[src/fla_pkg.sv]
// package for flash lock and access decode: offsets, fields, codes, timing
package fla_pkg;
    localparam logic [7:0] FLASH_CONTROL_ADDR = 8'hd1;
    localparam int KEY_MSB = 7;
    localparam int KEY_LSB = 4;
    localparam int MAP_BIT = 3;
    localparam int SPACE_MSB = 2;
    localparam int SPACE_LSB = 1;
    localparam int BUSY_BIT = 0;
    localparam logic [7:0] FLASH_CONTROL_RESET = 8'h00;
    localparam logic [3:0] KEY_FIRST = 4'h5;
    localparam logic [3:0] KEY_SECOND = 4'ha;
    localparam logic [1:0] SPACE_USER = 2'h0;
    localparam logic [1:0] SPACE_EXTRA_ROW = 2'h1;
    localparam logic [1:0] SPACE_SECURITY = 2'h2;
    localparam logic [1:0] SPACE_RESERVED = 2'h3;
    // lock bits are active low: 0 means programmed
    localparam logic [2:0] LOCK_DELIVERED = 3'h3;
    localparam logic [15:0] ROLL_LIMIT = 16'h7fff;
    // erase and program phase times
    localparam int ERASE_TIME_US = 5;
    localparam int PROGRAM_TIME_US = 5;
    localparam int CLK_MHZ = 10;
    localparam int ERASE_CYCLES = ERASE_TIME_US * CLK_MHZ;
    localparam int PROGRAM_CYCLES = PROGRAM_TIME_US * CLK_MHZ;
    typedef enum logic [1:0] {
        ST_IDLE = 2'b00,
        ST_ARMED = 2'b01,
        ST_ERASE = 2'b10,
        ST_PROGRAM = 2'b11
    } fla_state_type;
    typedef enum logic [1:0] {
        DST_XRAM = 2'b00,
        DST_EEPROM = 2'b01,
        DST_LATCH = 2'b10,
        DST_NONE = 2'b11
    } fla_dest_type;
endpackage

[src/fla_sync.sv]
// two-flop synchroniser for pin inputs
`timescale 1ns/1ns
module fla_sync #(
    parameter int WIDTH = 1
) (
    input wire logic core_clk,
    input wire logic rstn,
    input wire logic [WIDTH-1:0] async_in,
    output logic [WIDTH-1:0] sync_out
);
    typedef struct packed {
        logic [WIDTH-1:0] first;
        logic [WIDTH-1:0] second;
    } fla_sync_state_type;
    fla_sync_state_type state;
    fla_sync_state_type next_state;

    initial begin
        if (WIDTH < 1) begin
            $error("fla_sync width must be at least one");
        end
    end

    always_comb begin
        next_state.first = async_in;
        next_state.second = state.first;
    end

    always_ff @(posedge core_clk or negedge rstn) begin
        if (!rstn) begin
            state <= '0;
        end else begin
            state <= next_state;
        end
    end

    assign sync_out = state.second;
endmodule

[src/fla_core.sv]
// flash control register, lock levels and external-data access decode
// Contract
// - lock bits written only in parallel mode
// - delivered lock bits give level four
// - level one: no locks, table reads pass
// - level two: block reads, latch pin, refuse programming
// - level three adds verify refusal
// - level four adds roll-over execution block
// - key 5 then A launches chosen space
// - map bit maps column latch into data
// - busy set/cleared by hardware only
// - boot code reaches all nonvolatile spaces
// - external code reaches only eeprom data
// - flash written only through column latches
// - data read: eeprom only if enable and unmapped
// - data write: mapped goes latch if pin high
// - space codes user, extra row, security
// - any instruction between keys aborts launch; code re-arms instead when that instruction writes key 5 again
// - erase loaded locations then program them
`timescale 1ns/1ns
module fla_core #(
    parameter int ERASE_COUNT = fla_pkg::ERASE_CYCLES,
    parameter int PROGRAM_COUNT = fla_pkg::PROGRAM_CYCLES
) (
    input wire logic core_clk,
    input wire logic rstn,
    input wire logic sfr_write,
    input wire logic [7:0] sfr_addr,
    input wire logic [7:0] sfr_wdata,
    output logic [7:0] flash_control,
    input wire logic instr_retire,
    input wire logic [15:0] program_counter,
    input wire logic exec_from_boot,
    input wire logic external_access_pin,
    input wire logic eeprom_window_enable,
    input wire logic xdata_read,
    input wire logic xdata_write,
    input wire logic table_read,
    input wire logic par_mode,
    input wire logic par_lock_write,
    input wire logic [2:0] par_lock_data,
    input wire logic par_program_req,
    input wire logic par_verify_req,
    output logic [2:0] lock_bits,
    output logic [1:0] xdata_dest,
    output logic table_read_blocked,
    output logic par_program_grant,
    output logic par_verify_grant,
    output logic external_exec_blocked,
    output logic external_access_latched,
    output logic nv_access_allowed,
    output logic erase_strobe,
    output logic program_strobe,
    output logic [1:0] program_space
);
    typedef struct packed {
        fla_pkg::fla_state_type fsm;
        logic [15:0] count;
        logic [3:0] key;
        logic map;
        logic [1:0] space;
        logic [2:0] locks;
        logic ea_latched;
        logic ea_taken;
        logic [1:0] ea_wait;
        logic busy;
        fla_pkg::fla_dest_type dest;
        logic tr_block;
        logic pp_grant;
        logic pv_grant;
        logic ext_block;
        logic nv_ok;
        logic erase_go;
        logic prog_go;
    } fla_state_type;
    fla_state_type state;
    fla_state_type next_state;

    logic ea_sync;
    logic lvl2;
    logic lvl3;
    logic lvl4;
    logic ctl_wr;
    logic ext_code;

    initial begin
        if (ERASE_COUNT < 1 || ERASE_COUNT > 65535 || PROGRAM_COUNT < 1
            || PROGRAM_COUNT > 65535) begin
            $error("fla_core phase counts out of range");
        end
    end

    fla_sync #(.WIDTH(1)) u_ea_sync (
        .core_clk(core_clk),
        .rstn(rstn),
        .async_in(external_access_pin),
        .sync_out(ea_sync)
    );

    ////////////////////////////////////////////////////////////////////////
    // lock levels; lower levels implied by higher ones
    always_comb begin
        lvl4 = !state.locks[2];
        lvl3 = lvl4 || !state.locks[1];
        lvl2 = lvl3 || !state.locks[0];
        ctl_wr = sfr_write && (sfr_addr == fla_pkg::FLASH_CONTROL_ADDR);
        // external code: pin low or fetch past the internal top
        ext_code = !state.ea_latched || (program_counter > fla_pkg::ROLL_LIMIT);
    end

    always_comb begin
        next_state = state;
        next_state.erase_go = 1'b0;
        next_state.prog_go = 1'b0;
        // pin caught once after reset release, then followed at level one and held from level two
        // wait out the synchroniser so its reset value is never taken
        if (!state.ea_taken) begin
            if (state.ea_wait == 2'h2) begin
                next_state.ea_latched = ea_sync;
                next_state.ea_taken = 1'b1;
            end else begin
                next_state.ea_wait = state.ea_wait + 2'h1;
            end
        end else if (!lvl2) begin
            next_state.ea_latched = ea_sync;
        end
        // only parallel mode touches the locks, never the cpu
        if (par_mode && par_lock_write) begin
            next_state.locks = par_lock_data;
        end
        next_state.pp_grant = par_mode && par_program_req && !lvl2;
        next_state.pv_grant = par_mode && par_verify_req && !lvl3;
        next_state.tr_block = table_read && ext_code && lvl2;
        next_state.ext_block = lvl4 && (program_counter > fla_pkg::ROLL_LIMIT);
        next_state.nv_ok = !ext_code || exec_from_boot;
        // external-data decode
        if (xdata_read) begin
            if (eeprom_window_enable && !state.map) begin
                next_state.dest = fla_pkg::DST_EEPROM;
            end else begin
                next_state.dest = fla_pkg::DST_XRAM;
            end
        end else if (xdata_write) begin
            if (state.map) begin
                next_state.dest = state.ea_latched ? fla_pkg::DST_LATCH
                                                   : fla_pkg::DST_XRAM;
            end else if (eeprom_window_enable) begin
                next_state.dest = fla_pkg::DST_EEPROM;
            end else begin
                next_state.dest = fla_pkg::DST_XRAM;
            end
        end else begin
            next_state.dest = fla_pkg::DST_NONE;
        end
        ////////////////////////////////////////////////////////////////////
        // control writes; busy bit never taken from software
        if (ctl_wr) begin
            next_state.key = sfr_wdata[fla_pkg::KEY_MSB:fla_pkg::KEY_LSB];
            next_state.map = sfr_wdata[fla_pkg::MAP_BIT];
            next_state.space = sfr_wdata[fla_pkg::SPACE_MSB:fla_pkg::SPACE_LSB];
        end
        case (state.fsm)
            fla_pkg::ST_IDLE: begin
                if (ctl_wr && sfr_wdata[7:4] == fla_pkg::KEY_FIRST) begin
                    next_state.fsm = fla_pkg::ST_ARMED;
                end
            end
            fla_pkg::ST_ARMED: begin
                if (ctl_wr && sfr_wdata[7:4] == fla_pkg::KEY_SECOND
                    && sfr_wdata[2:1] != fla_pkg::SPACE_RESERVED && !ext_code) begin
                    next_state.fsm = fla_pkg::ST_ERASE;
                    next_state.count = 16'(ERASE_COUNT - 1);
                    next_state.erase_go = 1'b1;
                end else if (ctl_wr && sfr_wdata[7:4] == fla_pkg::KEY_FIRST) begin
                    next_state.fsm = fla_pkg::ST_ARMED;
                end else if (ctl_wr || instr_retire) begin
                    next_state.fsm = fla_pkg::ST_IDLE;
                end
            end
            fla_pkg::ST_ERASE: begin
                if (state.count == 16'h0000) begin
                    next_state.fsm = fla_pkg::ST_PROGRAM;
                    next_state.count = 16'(PROGRAM_COUNT - 1);
                    next_state.prog_go = 1'b1;
                end else begin
                    next_state.count = state.count - 16'h0001;
                end
            end
            default: begin
                if (state.count == 16'h0000) begin
                    next_state.fsm = fla_pkg::ST_IDLE;
                end else begin
                    next_state.count = state.count - 16'h0001;
                end
            end
        endcase
        // busy kept in a flop so the register output is glitch free
        next_state.busy = (next_state.fsm == fla_pkg::ST_ERASE)
            || (next_state.fsm == fla_pkg::ST_PROGRAM);
    end

    always_ff @(posedge core_clk or negedge rstn) begin
        if (!rstn) begin
            state <= '0;
            state.locks <= fla_pkg::LOCK_DELIVERED;
            state.ea_latched <= 1'b1;
            state.dest <= fla_pkg::DST_NONE;
        end else begin
            state <= next_state;
        end
    end

    ////////////////////////////////////////////////////////////////////////
    // busy follows the phase machine only
    logic busy;
    assign busy = state.busy;
    assign flash_control = {state.key, state.map, state.space, busy};
    assign lock_bits = state.locks;
    assign xdata_dest = state.dest;
    assign table_read_blocked = state.tr_block;
    assign par_program_grant = state.pp_grant;
    assign par_verify_grant = state.pv_grant;
    assign external_exec_blocked = state.ext_block;
    assign external_access_latched = state.ea_latched;
    assign nv_access_allowed = state.nv_ok;
    assign erase_strobe = state.erase_go;
    assign program_strobe = state.prog_go;
    assign program_space = state.space;
endmodule

[config.mk]
export PLATFORM = sky130hd
export DESIGN_NAME = fla_core
export DESIGN_NICKNAME = d
export VERILOG_FILES = /design/src/fla_pkg.sv /design/src/fla_sync.sv /design/src/fla_core.sv
export SDC_FILE = /design/constraint.sdc
export NUM_CORES = 1
export LEC_CHECK = 0
export BUFFER_PORTS_ARGS = -buffer_cell sky130_fd_sc_hd__buf_2
export CORE_ASPECT_RATIO = 1.1
export CORE_MARGIN = 10
export CORE_UTILIZATION = 25
export DETAILED_ROUTE_END_ITERATION = 8
export GPL_TIMING_DRIVEN = 0
export PLACE_DENSITY = 0.46
export SYNTH_ARGS = -nofsm -noshare
export SYNTH_HDL_FRONTEND = slang
export SYNTH_SLANG_ARGS = --single-unit
[constraint.sdc]
create_clock -name core_clk -period 3 [get_ports core_clk]
set_input_delay 0.45 -clock core_clk [delete_from_list [all_inputs] [get_ports core_clk]]
set_output_delay 0.45 -clock core_clk [all_outputs]
set_load 0.005 [all_outputs]
-- Word level (Yosys, flattened, before mapping)
Index checks and enable logic that the tools add are counted.
- register bits: 44
- bits in latches: 0
- RAM bits: 0
- ROM bits: 0
- input bits: 49
- output and inout bits: 23
- logic and storage cells: 98
- memories kept: 0
- $add $sub $neg: 2
- multiply operators: 0
- divide/modulo/power cells: 0
- $lt $le $gt $ge: 1
- equality and inequality tests: 12
- shift operators: 0
- muxes and demuxes: 26
- bitwise operators: 3
- reductions and logical operators: 34
- operators by type and width (kind ; count):
    $mux W16 ; 3
    $pmux W16 S3 ; 1
    $mux W2 ; 12
    $gt A16 B15 Y1 const B ; 1
    $logic_not A16 Y1 ; 1
    $sub A16 B1 Y16 const B ; 1
    $logic_and A1 B1 Y1 ; 14
    $eq A2 B2 Y1 const B ; 4
    $eq A8 B8 Y1 const B ; 1
    $logic_not A1 Y1 ; 8
    $mux W1 ; 8
    $logic_or A1 B1 Y1 ; 6
    $ne A2 B2 Y1 const B ; 3
    $pmux W2 S3 ; 1
    $eq A4 B3 Y1 const B ; 1
    $eq A4 B4 Y1 const B ; 1
    $reduce_and A2 Y1 ; 2
    $mux W3 ; 1
    $ne A3 B1 Y1 const B ; 1
    $not A1 Y1 ; 3
    $reduce_and A3 Y1 ; 1
    $add A2 B1 Y2 const B ; 1
    $eq A2 B1 Y1 const B ; 1
    $logic_not A2 Y1 ; 1
    $reduce_bool A2 Y1 ; 1

-- Depth between registers and ports, before layout
- word-level depth: 9
- mapped depth: 9
- mapped depth without buffers: 7

-- By module
From an unflattened synthesis, not the netlist that was laid out.
- cell total of the unflattened synthesis: 243
- area, all modules: 2361.0 um2
- modules (own cells, without submodules) (module ; instances ; cells an instance ; area an instance (um2) ; seq. area each (um2)):
    fla_core ; 1 ; 241 ; 2311.0 ; 1032.2
    fla_sync ; 1 ; 2 ; 50.0 ; 50.0

-- Least setup slack after synthesis
No wires, ideal clock.
- kind: register -> register
- from: reg state[24]
- to: reg state[38]
- setup time: 0.121 ns
- data arrival time: 2.309 ns
- data required time: 2.879 ns
- setup slack: 0.570 ns
- cell stages (with the launch flop): 10
- buffers on the path: 2
- period minus slack after synthesis: 2.430 ns
- cells stage by stage: dfrtp_1 > inv_1 > ha_1 > or4b_1 > clkbuf_1 > nor4_4 > o21ai_2 > buf_6 > a211o_1 > a22o_1
- cells in the longest elaborated chain, start to end: 3
- elaborated cells between the ends (all ways): 7
- classes of those cells: add/sub (1); eq/ne (1); mux (3); reduce/logical (2)
- ends and longest elaborated chain (element ; line ; source):
    start: declaration ; fla_core.sv:76 ; fla_state_type state;
    start signal: assignment ; fla_core.sv:209 ; state <= next_state;
    $sub A16 B1 Y16 or $logic_not A16 Y1 (tied branches) ; - ;
    $mux W16 (tied with other cells) ; fla_core.sv:190 ; if (state.count == 16'h0000) begin
    $pmux W16 S3 or $reduce_and A3 Y1 (tied branches) ; - ;
Parallel ways exist; a longest one is shown, timed or not. The select of a mux whose other input is x is not followed.
A chain may end at the register's enable or synchronous reset.

-- Worst setup path in the final report
- from: reg state[24]
- to: reg state[37]
The elaborated chain is that of the path after synthesis.

==> flow_metrics.tcl <==
set metrics [dict create \
    status "complete, no violations" \
    diodes 0 \
    cts_tree "built" \
    p_sw_share_pct 40.6 \
    portBuffers 55 \
    layout_common_cells "56 x buf_2, 38 x dfrtp_1, 32 x nand2_1" \
    initial_core_util_pct 25.4 \
    ctsLongestPathBuffers 2 \
    peakVddDrop_mv 0.292 \
    grt_pass1_vias 2155 \
    top_level_ports 72 \
    rsz0062_at_grt "no" \
    postPlaceCellArea_um2 2780 \
    row_count 37 \
    drive_gt1_share_pct 35.0 \
    grt.total_usage_pct 8.94 \
    drt_wl_total_um 6070 \
    insertion_delay_ps 300 \
    p_clk_share_pct 18.7 \
    layout_min_cycle_time_ps 2810 \
    crit_path_max_fanout 10 \
    slew_violations 0 \
    route.detailed.drc 0 \
    end_kind "register" \
    p_switching_uw 1030 \
    synthesis.area_um2 2360 \
    finalHoldViolations 0 \
    drtAntennaViolNets 0 \
    place_hpwl_um 4530 \
    die_y_um 122 \
    combPwrFrac_pct 48.2 \
    place.gp.congestion 0.750 \
    startpoint_type "register" \
    setup_tns_ps 0 \
    clk_pin_slew_ps 90 \
    design.core.area_um2 9310 \
    grt_pass1_wl_um 10400 \
    max_freq_ghz 0.356 \
    power.share.sequential_pct 33.1 \
    htree_levels 2 \
    cts_sinks 43 \
    ctsResizeCount 0 \
    hold_path_class "in2reg" \
    dr.pass1.iters 4 \
    vias_per_cell 4.68 \
    synthesis.nets 298 \
    cellPowerDensity_nw_per_um2 873 \
    ys_types 56 \
    cts_buffers 5 \
    fin_cells 423 \
    skew_ps 8.47 \
    worstSetupPathType "reg2reg" \
    grt_overflow_total 0 \
    synth_area_leaders "dfrtp_1 40%, dfstp_2 5.6%, nand2_1 5.1%, buf_4 4.8%, ha_1 3.2%" \
    wl_per_cell_um 14.3 \
    post-route-cell-area_um2 2900 \
    dieArea_um2 13700 \
    vias 1981 \
    yosysWarningCount 0 \
    synth-seq-cells 43 \
    syn_to_final_growth_pct 22.8 \
    async_flop_share_pct 100 \
    worstMarginPinSlew_ps 995 \
    clock-root-buffer "clkbuf_8" \
    die_w_um 113 \
    period_share_pct 93.5 \
    layout_commonest_cell "buf_2" \
    grt_max_degree 44 \
    timing.slew.headroom_pct 33.7 \
    maxCapViolCount 0 \
    drtIter0Drc 91 \
    nets 360 \
    required_ps 3210 \
    power.internal_uw 1500 \
    syn_avg_cell_area_um2 9.72 \
    yosys_most_used_dff "dfrtp_1" \
    arrival_ps 3010 \
    ys_seq_area_share_pct 45.8 \
    grt_antenna_before_repair 0 \
    setup_viol 0 \
    placedCellCount 415 \
    synth-edff-count 0 \
    synthCells 243 \
    power_leakage_uw 0.00139 \
    power.total_uw 2530 \
    synth_top_area_cell "dfrtp_1" \
    synth_top_area_share_pct 40.3 \
]
cell type report:
| class | instances | area (µm²) |
|---|---|---|
| clock buffers | 5 | 68.8 |
| repair buffers | 55 | 275 |
| well taps | 117 | 146 |
| fillers | 962 | 6410 |
| plain buffers | 24 | 170 |
| clock inverters | 3 | 47.5 |
| flip-flops and latches | 43 | 1080 |
| multi-input cells | 162 | 1060 |
| inverters | 14 | 52.6 |
cell families (layout without fill, tap and decap cells):
logic type                 count (synthesis)  after routing  synth area share [%]
AOI/OAI and AO/OA                         58             58                  17.2
and+or+nand+nor                           92             92                  21.6
adders and majority gates                  6              6                  3.18
DFF                                       43             43                  45.8
buffers and inverters                     38            101                  9.43
xor gates and xnor gates                   1              1                 0.371
muxes                                      5              5                  2.33
worst paths after layout:
check,startpoint,endpoint,slack [ps],cells past startpoint
setup / recovery,state[24],state[37],190,9
setup reg to reg,state[24],state[37],190,9
max in group asynchronous,rstn,state[12],2070,1
hold reg to reg,u_ea_sync.next_state[0],u_ea_sync.sync_out,360,0
min in group asynchronous,rstn,busy,310,1
hold / removal,external_access_pin,u_ea_sync.next_state[0],250,1
power groups by stage:
stage	Combinational [µW]	Sequential, µW	Clock (µW)
after floorplan	923	816	0
after global placement	1210	847	0
after detailed placement	1230	847	0
after CTS	1230	837	498
after global routing	1370	866	520
final	1220	838	473
timing repair:
item                       in CTS  in global routing
hold buffers                    0                  0
setup endpoints to repair       0                  1
setup buffers                   0                  0
critical path: stages (launching register included):
cell	delay [ps]
dfrtp_1	430
inv_1	70
ha_1	210
or4b_1	440
clkbuf_1	200
nor4_4	490
a32o_2	440
buf_6	190
a211oi_1	60
o22ai_1	190
per-stage QoR:
step / utilization, % / setup slack (ps) / hold slack (ps)
detailed placement: 29.9 / 171 / 339
global route: 31.2 / 39.4 / 240
CTS: 31.2 / 172 / 241
finish: 31.2 / 195 / 254
floorplan: - / 570 / 154
global placement: 29.9 / 210 / 333
sequential cells by signal, summed over array words and instances (netlist names):
signal	count
program_strobe	1
external_exec_blocked	1
u_ea_sync.sync_out	1
nv_access_allowed	1
lock_bits	3
external_access_latched	1
par_program_grant	1
u_ea_sync.next_state	1
flash_control	5
busy	1
table_read_blocked	1
xdata_dest	2
state	20
program_space	2
erase_strobe	1
par_verify_grant	1
routing by layer:
metal | global-route usage, % | vias to the layer above | wire (µm)
met1 | 11.5 | 937 | 2840
li1 | - | 979 | -
met3 | 2.90 | 2 | 372
met5 | 0 | - | 0
met2 | 13.9 | 63 | 2800
met4 | 2.78 | 0 | 54
cells in the mapped netlist (6+ instances only):
cell / n
ha_1: 6
nor2_1: 10
o22ai_1: 7
a211oi_1: 9
o21ai_0: 8
a21oi_1: 7
nor3_1: 6
inv_1: 14
buf_4: 15
nand2_1: 32
dfrtp_1: 38
o31ai_1: 8
(Power assumes the default switching activity.)
